`config.mk`:
```
export PLATFORM = sky130hd
export DESIGN_NAME = sps_link
export DESIGN_NICKNAME = d
export VERILOG_FILES = /design/src/logic/sps_pkg.sv /design/src/logic/sps_link.sv
export VERILOG_INCLUDE_DIRS = /design/src /design/src/logic
export SDC_FILE = /design/constraint.sdc
export NUM_CORES = 1
export LEC_CHECK = 0
export ABC_AREA = 1
export BUFFER_PORTS_ARGS = -buffer_cell sky130_fd_sc_hd__buf_2
export CAP_MARGIN = 30
export CORE_MARGIN = 1.5
export CORE_UTILIZATION = 45
export CTS_CLUSTER_DIAMETER = 40
export DETAILED_ROUTE_END_ITERATION = 6
export SETUP_SLACK_MARGIN = 0.05
export SLEW_MARGIN = 40
export SYNTH_ARGS = -nofsm -noshare
export SYNTH_HDL_FRONTEND = slang
export SYNTH_SLANG_ARGS = --single-unit
```
`constraint.sdc`:
```
create_clock -name core_clk -period 2.7 [get_ports core_clk]
set_input_delay 0.135 -clock core_clk [delete_from_list [all_inputs] [get_ports core_clk]]
set_output_delay 0.135 -clock core_clk [all_outputs]
set_load 0.03 [all_outputs]
```
`src/logic/sps_cfg.svh`:
```
// Constants for the serial port select command link
//--------------------------------------------------------------
// Overview of operation
// - Link runs 19200 baud, 8 data bits, no parity, one stop bit.
// - No flow control; in sync use each valid received command byte is echoed unchanged, unless a later change replaces it before its frame starts.
// - Bytes 0x10 to 0x1F select host port 1 to 16 (byte minus 0x0F).
// - Byte 0x71 turns video off, selecting no host.
// - In sync use, a change of selected channel queues its command byte in one slot, replaced by a later change before sending; power use sends nothing.
// - A received command byte switches this unit, so masters drive followers.
// - Remote and follower switching only in follow mode; all units same baud.
// - Cascade hosts addressed by two digits at the first level only; second level digits stay zero.
// - Auxiliary port serves either power switch units or sync, one at a time.
//--------------------------------------------------------------
`ifndef SPS_CFG_SVH
`define SPS_CFG_SVH
`define SPS_CLK_HZ 50000000
`define SPS_BAUD 19200
`define SPS_BIT_CYC (`SPS_CLK_HZ / `SPS_BAUD)
`define SPS_DATA_BITS 8
`define SPS_CODE_LO 8'h10
`define SPS_CODE_HI 8'h1F
`define SPS_CODE_OFF 8'h71
`define SPS_PORT_BASE 8'h0F
`define SPS_PORT_NONE 5'h00
`define SPS_LINE_IDLE 1'b1
`endif

```
`src/logic/sps_pkg.sv`:
```
// Types for the serial port select command link
package sps_pkg;
  typedef enum logic [1:0] {
    SPS_ST_IDLE = 2'b00,
    SPS_ST_START = 2'b01,
    SPS_ST_DATA = 2'b10,
    SPS_ST_STOP = 2'b11
  } sps_state_t;
  // Aux port use, only one at a time
  typedef enum logic {
    SPS_USE_POWER = 1'b0,
    SPS_USE_SYNC = 1'b1
  } sps_use_t;
  // Selection shown to the switch core
  typedef struct packed {
    logic video_on;
    logic [4:0] port;
  } sps_sel_t;
  // Two-level cascade address, two decimal digits per level
  typedef struct packed {
    logic [3:0] l1_tens;
    logic [3:0] l1_ones;
    logic [3:0] l2_tens;
    logic [3:0] l2_ones;
    logic two_level;
  } sps_casc_t;
endpackage : sps_pkg

```
`src/logic/sps_link.sv`:
```
// Serial port select command interpreter with UART
`timescale 1ns/1ps
`include "sps_cfg.svh"
module sps_link (
  // Clock and reset
  input wire logic core_clk,
  input wire logic rst_n,
  // Configuration
  input wire sps_pkg::sps_use_t aux_use,
  // Local channel change request from the switch core
  input wire logic loc_req,
  input wire logic [7:0] loc_code,
  // Serial pins
  input wire logic rxd,
  output logic txd,
  // Selection, cascade address and transmit busy flag
  output sps_pkg::sps_sel_t sel,
  output sps_pkg::sps_casc_t casc,
  output logic tx_busy
);
  import sps_pkg::*;

  localparam int BITC = `SPS_BIT_CYC;
  localparam int HALFC = `SPS_BIT_CYC / 2;

  // Valid command check
  function automatic logic code_ok(input logic [7:0] c);
    code_ok = (c >= `SPS_CODE_LO && c <= `SPS_CODE_HI) || c == `SPS_CODE_OFF;
  endfunction : code_ok

  // Port number of a code, zero for video off
  function automatic logic [4:0] code_port(input logic [7:0] c);
    logic [7:0] p;
    p = c - `SPS_PORT_BASE;
    code_port = (c == `SPS_CODE_OFF) ? `SPS_PORT_NONE : p[4:0];
  endfunction : code_port

  // Binary port to two decimal digits
  function automatic logic [7:0] to_bcd(input logic [4:0] p);
    logic [4:0] ones;
    ones = (p >= 5'd10) ? p - 5'd10 : p;
    to_bcd = {(p >= 5'd10) ? 4'h1 : 4'h0, ones[3:0]};
  endfunction : to_bcd

  //------------------------------------------------------------
  // Receiver
  //------------------------------------------------------------
  logic rx_s1_q, rx_s2_q, rx_s3_q, rx_lvl_q, rx_lvl_d;
  sps_state_t rs_q, rs_d;
  logic [15:0] rc_q, rc_d;
  logic [2:0] rb_q, rb_d;
  logic [7:0] rsh_q, rsh_d;
  logic rx_vld_q, rx_vld_d;

  // Pin synchroniser; a change counts when stages two and three agree
  always_ff @(posedge core_clk) begin
    if (!rst_n) begin
      rx_s1_q <= `SPS_LINE_IDLE;
      rx_s2_q <= `SPS_LINE_IDLE;
      rx_s3_q <= `SPS_LINE_IDLE;
    end else begin
      rx_s1_q <= rxd;
      rx_s2_q <= rx_s1_q;
      rx_s3_q <= rx_s2_q;
    end
  end

  // 8N1 frame receive, sampling mid bit
  always_comb begin
    rx_lvl_d = (rx_s2_q == rx_s3_q) ? rx_s3_q : rx_lvl_q;
    rs_d = rs_q;
    rc_d = rc_q;
    rb_d = rb_q;
    rsh_d = rsh_q;
    rx_vld_d = 1'b0;
    case (rs_q)
      SPS_ST_IDLE: begin
        rc_d = 16'h0000;
        if (!rx_lvl_q) rs_d = SPS_ST_START;
      end
      SPS_ST_START: begin
        if (rc_q == 16'(HALFC - 1)) begin
          rc_d = 16'h0000;
          rb_d = 3'h0;
          rs_d = rx_lvl_q ? SPS_ST_IDLE : SPS_ST_DATA; // Glitch rejected
        end else rc_d = rc_q + 16'h0001;
      end
      SPS_ST_DATA: begin
        if (rc_q == 16'(BITC - 1)) begin
          rc_d = 16'h0000;
          rsh_d = {rx_lvl_q, rsh_q[7:1]}; // LSB first
          rb_d = rb_q + 3'h1;
          if (rb_q == 3'(`SPS_DATA_BITS - 1)) rs_d = SPS_ST_STOP;
        end else rc_d = rc_q + 16'h0001;
      end
      SPS_ST_STOP: begin
        if (rc_q == 16'(BITC - 1)) begin
          rs_d = SPS_ST_IDLE;
          rx_vld_d = rx_lvl_q; // Framing error drops the byte
        end else rc_d = rc_q + 16'h0001;
      end
      default: rs_d = SPS_ST_IDLE;
    endcase
  end

  always_ff @(posedge core_clk) begin
    if (!rst_n) begin
      rx_lvl_q <= `SPS_LINE_IDLE;
      rs_q <= SPS_ST_IDLE;
      rc_q <= 16'h0000;
      rb_q <= 3'h0;
      rsh_q <= 8'h00;
      rx_vld_q <= 1'b0;
    end else begin
      rx_lvl_q <= rx_lvl_d;
      rs_q <= rs_d;
      rc_q <= rc_d;
      rb_q <= rb_d;
      rsh_q <= rsh_d;
      rx_vld_q <= rx_vld_d;
    end
  end

  //------------------------------------------------------------
  // Command decode, selection and transmit request
  //------------------------------------------------------------
  sps_sel_t sel_q, sel_d;
  sps_casc_t casc_q, casc_d;
  logic pend_q, pend_d;
  logic [7:0] pcode_q, pcode_d;
  logic tx_go;
  logic sync_on;
  logic rx_take, loc_take;
  logic [7:0] cmd;
  logic [4:0] np;
  logic [7:0] bcd;

  assign sync_on = (aux_use == SPS_USE_SYNC); // Power use blocks sync traffic

  always_comb begin
    sel_d = sel_q;
    casc_d = casc_q;
    pend_d = pend_q;
    pcode_d = pcode_q;
    rx_take = rx_vld_q && sync_on && code_ok(rsh_q); // Follow mode only, bad codes dropped
    loc_take = loc_req && code_ok(loc_code);
    cmd = rx_take ? rsh_q : loc_code;
    np = code_port(cmd);
    bcd = to_bcd(np);
    if (tx_go || !sync_on) pend_d = 1'b0; // Power use drops any queued frame
    if (rx_take || loc_take) begin
      sel_d.video_on = (cmd != `SPS_CODE_OFF);
      sel_d.port = np;
      casc_d.l1_tens = bcd[7:4];
      casc_d.l1_ones = bcd[3:0];
      casc_d.l2_tens = 4'h0;
      casc_d.l2_ones = 4'h0;
      casc_d.two_level = 1'b0;
      // Echo a received code; send local changes for followers
      if (sync_on && (rx_take || sel_d != sel_q)) begin
        pend_d = 1'b1;
        pcode_d = cmd;
      end
    end
  end

  always_ff @(posedge core_clk) begin
    if (!rst_n) begin
      sel_q <= '0;
      casc_q <= '0;
      pend_q <= 1'b0;
      pcode_q <= 8'h00;
    end else begin
      sel_q <= sel_d;
      casc_q <= casc_d;
      pend_q <= pend_d;
      pcode_q <= pcode_d;
    end
  end

  //------------------------------------------------------------
  // Transmitter, 8N1, no handshake lines
  //------------------------------------------------------------
  sps_state_t ts_q, ts_d;
  logic [15:0] tc_q, tc_d;
  logic [2:0] tb_q, tb_d;
  logic [7:0] tsh_q, tsh_d;
  logic txd_q, txd_d;
  logic busy_q, busy_d;

  assign tx_go = (ts_q == SPS_ST_IDLE) && pend_q && sync_on; // Silent in power use

  always_comb begin
    ts_d = ts_q;
    tc_d = tc_q;
    tb_d = tb_q;
    tsh_d = tsh_q;
    txd_d = txd_q;
    case (ts_q)
      SPS_ST_IDLE: begin
        txd_d = `SPS_LINE_IDLE;
        if (tx_go) begin
          tsh_d = pcode_q;
          tc_d = 16'h0000;
          txd_d = 1'b0; // Start bit
          ts_d = SPS_ST_START;
        end
      end
      SPS_ST_START: begin
        if (tc_q == 16'(BITC - 1)) begin
          tc_d = 16'h0000;
          tb_d = 3'h0;
          txd_d = tsh_q[0];
          ts_d = SPS_ST_DATA;
        end else tc_d = tc_q + 16'h0001;
      end
      SPS_ST_DATA: begin
        if (tc_q == 16'(BITC - 1)) begin
          tc_d = 16'h0000;
          tb_d = tb_q + 3'h1;
          tsh_d = {1'b0, tsh_q[7:1]};
          if (tb_q == 3'(`SPS_DATA_BITS - 1)) begin
            txd_d = `SPS_LINE_IDLE; // Stop bit
            ts_d = SPS_ST_STOP;
          end else txd_d = tsh_q[1];
        end else tc_d = tc_q + 16'h0001;
      end
      SPS_ST_STOP: begin
        if (tc_q == 16'(BITC - 1)) ts_d = SPS_ST_IDLE;
        else tc_d = tc_q + 16'h0001;
      end
      default: ts_d = SPS_ST_IDLE;
    endcase
    busy_d = (ts_d != SPS_ST_IDLE);
  end

  always_ff @(posedge core_clk) begin
    if (!rst_n) begin
      ts_q <= SPS_ST_IDLE;
      tc_q <= 16'h0000;
      tb_q <= 3'h0;
      tsh_q <= 8'h00;
      txd_q <= `SPS_LINE_IDLE;
      busy_q <= 1'b0;
    end else begin
      ts_q <= ts_d;
      tc_q <= tc_d;
      tb_q <= tb_d;
      tsh_q <= tsh_d;
      txd_q <= txd_d;
      busy_q <= busy_d;
    end
  end

  // Outputs straight from flip-flops
  assign txd = txd_q;
  assign sel = sel_q;
  assign casc = casc_q;
  assign tx_busy = busy_q;
endmodule : sps_link

```
# Yosys cells after proc, flatten, opt, wreduce, memory -nomap -nowiden
# Index checks and enable logic that the tools add are counted.
classes:
  n_lt_le_gt_ge: 5
  eq_ne: 27
  addsub: 6
  n_reduce_logical: 31
  mux: 42
ops:
  columns: ["op", "count"]
  rows:
  - ["16-bit 2-to-1 mux", 6]
  - ["16-bit case mux with 4 select lines", 1]
  - ["16-bit case mux with 3 select lines", 1]
  - ["16-bit by 1-bit adder with 16-bit output, second input constant", 2]
  - ["16-bit by 12-bit == test with 1-bit output, second input constant", 2]
  - ["8-bit by 7-bit == test with 1-bit output, second input constant", 3]
  - ["8-bit 2-to-1 mux", 3]
  - ["2-bit 2-to-1 mux", 11]
  - ["2-bit inequality test, second input constant", 10]
  - ["16-bit by 11-bit == test with 1-bit output, second input constant", 1]
  - ["8-bit by 5-bit greater-or-equal comparator with 1-bit output, second input constant", 2]
  - ["8-bit by 5-bit <= comparator with 1-bit output, second input constant", 2]
  - ["2-bit case mux with 4 select lines", 2]
  - ["8-bit case mux with 2 select lines", 1]
  - ["3-bit AND reduction", 5]
  - ["3-bit 2-to-1 mux", 4]
  - ["3-bit case mux with 2 select lines", 2]
  - ["2-bit == test, second input constant", 4]
  - ["1-bit logical AND", 8]
  - ["1-bit 2-to-1 mux", 8]
  - ["8-bit by 7-bit inequality test with 1-bit output, second input constant", 1]
  - ["2-bit nonzero test", 4]
  - ["3-bit by 1-bit adder with 3-bit output, second input constant", 2]
  - ["3-bit == test, second input constant", 2]
  - ["other kinds (16)", 24]
totals:
  output_inout_bits: 25
  inputBits: 13
  elab_cells: 132
  register_bits: 88

# Logic depth before layout (Yosys ltp)
logic_depth:
  depth_word: 12
  depth_mapped: 22
  depth_no_buf: 21

# Least setup slack after synthesis
# No wires, ideal clock.
synth_path:
  path_type: "register -> register"
  from: "reg rsh_q[0]"
  to: "reg casc_q, in the netlist casc[11]"
  path_stages_with_launch: 23
  arrival_time_ps: 2235
  t_required_ps: 2591
  setup_slack_ps: 356
  path_buffers: 1
  period_less_slack_ps: 2344
  setup_time_ps: 109
  cell_sequence: "dfxtp_1 -> inv_1 -> nor2_1 -> nand3_1 -> nand2_1 -> nand2_2 -> buf_6 -> nand2_1 -> nand2_1 -> inv_1 -> ha_1 -> nand2_1 -> nor2_2 -> nand2_2 -> nand2_2 -> ha_1 -> inv_1 -> a31oi_1 -> nand2_1 -> nand2_1 -> nand3_1 -> nand2_1 -> inv_1"
synth_via:
  elab_chain_len: 9
  elab_cells_between_ends: 14
  cone_classes: "add/sub: 2; order compare: 3; eq/ne: 2; mux: 3; reduce/logical: 4"
synth_rtl:
  columns: ["item", "line_no", "rtl"]
  rows:
  - ["start, declared", "sps_link.sv:52", "logic [7:0] rsh_q, rsh_d;"]
  - ["start signal, assigned", "sps_link.sv:119", "rsh_q <= rsh_d;"]
  - ["8-bit by 5-bit greater-or-equal comparator with 1-bit output (no line) or 8-bit by 5-bit <= comparator with 1-bit output (tied branches)", null, null]
  - ["1-bit logical AND (no line)", null, null]
  - ["1-bit logical OR (no line)", null, null]
  - ["1-bit logical AND", "sps_link.sv:145", "rx_take = rx_vld_q && sync_on && code_ok(rsh_q);"]
  - ["8-bit 2-to-1 mux", "sps_link.sv:147", "cmd = rx_take ? rsh_q : loc_code;"]
  - ["5-bit by 4-bit subtractor with 5-bit output (no line) or 8-bit by 7-bit == test with 1-bit output (tied branches)", null, null]
  - ["5-bit 2-to-1 mux", "sps_link.sv:35", "code_port = (c == `SPS_CODE_OFF) ? `SPS_PORT_NONE : p[4:0];"]
  - ["4-bit subtractor or 5-bit by 4-bit greater-or-equal comparator with 1-bit output (tied branches)", "sps_link.sv:41", "ones = (p >= 5'd10) ? p - 5'd10 : p;"]
  - ["4-bit 2-to-1 mux", "sps_link.sv:41", null]
  - ["end signal, assigned", "sps_link.sv:175", "casc_q <= casc_d;"]
  - ["end, declared", "sps_link.sv:128", "sps_casc_t casc_q, casc_d;"]
# Several ways; a longest one is shown, not always the timed one.
# A chain may end at the register's enable or synchronous reset.

# Final worst setup path
layout_path:
  from: "reg rsh_q[0]"
  to: "reg pcode_q[2]"
layout_via:
  elab_chain_len: 11
  elab_cells_between_ends: 16
  cone_classes: "add/sub: 1; order compare: 2; eq/ne: 4; mux: 2; reduce/logical: 7"
layout_rtl:
  columns: ["item", "line_no", "rtl"]
  rows:
  - ["8-bit by 5-bit greater-or-equal comparator with 1-bit output (no line) or 8-bit by 5-bit <= comparator with 1-bit output (tied branches)", null, null]
  - ["1-bit logical AND (no line)", null, null]
  - ["1-bit logical OR (no line)", null, null]
  - ["1-bit logical AND", "sps_link.sv:145", null]
  - ["8-bit 2-to-1 mux", "sps_link.sv:147", null]
  - ["5-bit by 4-bit subtractor with 5-bit output (no line) or 8-bit by 7-bit == test with 1-bit output (tied branches)", null, null]
  - ["5-bit 2-to-1 mux", "sps_link.sv:35", null]
  - ["6-bit inequality test", "sps_link.sv:160", "if (sync_on && (rx_take || sel_d != sel_q)) begin"]
  - ["1-bit logical OR", "sps_link.sv:160", null]
  - ["1-bit logical AND", "sps_link.sv:160", null]
  - ["2-bit AND reduction (no line)", null, null]
  - ["end signal, assigned", "sps_link.sv:177", "pcode_q <= pcode_d;"]
  - ["end, declared", "sps_link.sv:130", "logic [7:0] pcode_q, pcode_d;"]
# Several ways; a longest one is shown, not always the timed one.

==> reports/results.ini <==
[run_status]
run_status = finished, final reports clean

[routing]
drt-total-wl_mm = 9.53
wl_per_cell_um = 11.9
drc = 0
postRouteAntennaNets = 0
vias = 4016
dr.pass1.iters = 5
drtIter0Drc = 190
avgViaCountPerCell = 5.00

[sta]
slew_viol_final = 0
period_minus_slack_ps = 2450
setup_violations = 0
slew_headroom_pct = 58.5
tightest_slew_ps = 619
hold-worst-slack_ps = 142
fin_tns_setup_ps = 0
rsz0062_at_grt = false
final-hold-violation-count = 0
period_share_pct = 90.9
skew_ps = 8.94
max_freq_ghz = 0.408

[critical_path]
endpoint_kind = flop
r2r_slack_ps = 250
cp-start-kind = flop
arrival_ps = 2700
cp.required_ps = 2950
timing.rr.start = rsh_q[0]
crit_type = flop to flop
worstPathMaxFanout = 12
r2r_cells = 20
r2r_end = pcode_q[2]

[synth]
synth_compound_area_share_pct = 15.6
synthSimpleGateAreaFrac_pct = 30.4
synth_top_family_by_area = simple AND/OR/NAND/NOR gates
ys_seq_elements = 84
muxShareOfSynthArea_pct = 0
synthFlopType = dfxtp_1
netlist_instances = 639
ys_types = 44
synthArstFlopShare_pct = 0
syn_area_per_cell_um2 = 6.92
synth-edff-count = 0
yosys.area_share.adder_pct = 3.96
synth_xor_area_share_pct = 0.792
yosysWarnings = 0
synthesis.area_mm2 = 0.00442
yosysSeqAreaShare_pct = 38.0

[power_and_ir_drop]
finalPower_mw = 2.38
vdd_drop_max_mv = 0.308
power.density_mw_per_mm2 = 481
p_leak_nw = 2.06

[finish]
final_cell_mix = 116 x nand2_1, 85 x inv_1, 83 x dfxtp_1
fin_nets = 697
fin_util_pct = 52.8
final_common_cell = nand2_1
layout-drive-gt1-share_pct = 12.4
area_growth_pct = 11.9
antenna_cells = 0

[placed_design]
hpwl_mm = 6.98
io_buffers = 25
globalplace.congestion = 0.896

[grt]
grt_usage_pct = 19.3
grt_overflow = 0
grt_max_degree = 33
grt_pass1_vias = 3566
antenna_found_initial = 0
grt_pass1_wl_mm = 16.2

[die]
io_pins = 38
rows = 35
design.die.area_mm2 = 0.0104
core_area_mm2 = 0.00937
chipHeight_um = 102
fp.dieW_um = 102
initial_core_util_pct = 47.2

[worst_hold_path]
min_path_cells = 3
hold_start = aux_use
min_to = pend_q
worstHoldPathType = input pin to flop

[run]
maxCapViolCount = 0

[cts]
cts_sinks = 84
root_buffer = clkbuf_8
worstSkewPairLatency_ps = 350
clk_pin_slew_ps = 80
cts.path.max_buffers = 2
htree_levels = 3
cts_tree = done
cts_made_buffers = 9

-- layer usage --
metal	wire length, um	GRT usage [%]
met1	5080	27.9
met2	4050	29.1
met3	273	2.87
met4	125	6.95
met5	0	0
-- sequential cells by signal (all words and copies together), names as in the netlist, named ones only --
name and cells:
pcode_q 8, rx_s3_q 1, txd 1, rb_q 3
rx_lvl_q 1, rsh_q 8, rx_s1_q 1, rx_vld_q 1
tx_busy 1, casc 4, tb_q 3, tc_q 16
rc_q 16, rs_q 1, ts_q 2, tsh_q 8
pend_q 1, rx_s2_q 1, sel 6
-- kinds of logic after synthesis --
| family | count (synthesis) |
|---|---|
| AOI/OAI and AO/OA | 124 |
| xor gates and xnor gates | 4 |
| adders and majority gates | 14 |
| buffers and inverters | 116 |
| DFF | 84 |
| other | 1 |
| and+or+nand+nor | 296 |
-- Yosys cell counts (3+ instances only) --
| cell | n | area [um^2] |
|---|---|---|
| nor3_1 | 10 | 50.1 |
| o31ai_1 | 3 | 22.5 |
| nor4_1 | 10 | 62.6 |
| nor2_1 | 69 | 259 |
| nand2_1 | 120 | 450 |
| buf_4 | 13 | 97.6 |
| a31oi_1 | 12 | 75.1 |
| nand3b_1 | 5 | 37.5 |
| nand2_2 | 10 | 62.6 |
| a21oi_1 | 49 | 245 |
| ha_1 | 14 | 175 |
| nand3_1 | 47 | 235 |
| dfxtp_1 | 84 | 1680 |
| o21ai_0 | 45 | 225 |
| nand4_1 | 6 | 37.5 |
| inv_1 | 85 | 319 |
| a221oi_1 | 3 | 26.3 |
| nor3b_1 | 4 | 30.0 |
| clkbuf_1 | 14 | 52.6 |
| or2_2 | 5 | 31.3 |
-- critical path, stage by stage (launching register included) --
cell and delay, ps:
dfxtp_1 350, inv_1 70, nor2_1 90, nand3_1 110
nand2_4 130, nand2_4 100, nand2_1 90, nand2_2 70
inv_1 80, ha_1 170, nand2_2 70, nor2_4 130
nand2_4 100, nand3_1 100, nand2_1 70, nor3_2 180
nand2_2 160, nand2_4 120, nand2_1 60, nand2_1 50
nor2_1 40
-- metrics by stage --
step | setup slack [ps] | cells | cell area (um^2)
2_1_floorplan | 356 | 650 | 4460
3_3_place_gp | 216 | 783 | 4640
3_5_place_dp | 66.7 | 783 | 4640
4_1_cts | 59.8 | 800 | 4860
5_1_grt | 26.4 | 804 | 4950
6_report | 247 | 804 | 4950
-- how the worst max path moves through the flow --
stage / cells after the start / slack (ps) / endpoint / start
2_1_floorplan: 22 / 360 / casc[11] / rsh_q[0]
3_3_place_gp: 21 / 220 / casc[11] / rsh_q[0]
3_5_place_dp: 21 / 70 / casc[11] / rsh_q[0]
4_1_cts: 20 / 60 / casc[10] / rsh_q[0]
5_1_grt: 20 / 30 / pcode_q[6] / rsh_q[0]
6_report: 20 / 250 / pcode_q[2] / rsh_q[0]
-- power breakdown --
| part | switching (mW) | internal [mW] |
|---|---|---|
| logic | 0.133 | 0.0560 |
| registers | 0.0113 | 1.25 |
| clock network | 0.452 | 0.480 |
-- what timing repair did --
item | in CTS | in global routing
gates resized for setup | 0 | 15
hold buffers | 1 | 0
setup buffers | 0 | 3
setup endpoints to repair | 0 | 13
endpoints found under the hold margin | 1 | 0
-- area by class of cell --
class	count	area [um^2]
clock buffers	11	151
clock inverters	5	60.1
fillers	958	4420
inverters	87	327
multi-input cells	451	2350
flip-flops and latches	84	1680
well taps	129	161
repair buffers	37	221
(Power assumes the default switching activity.)
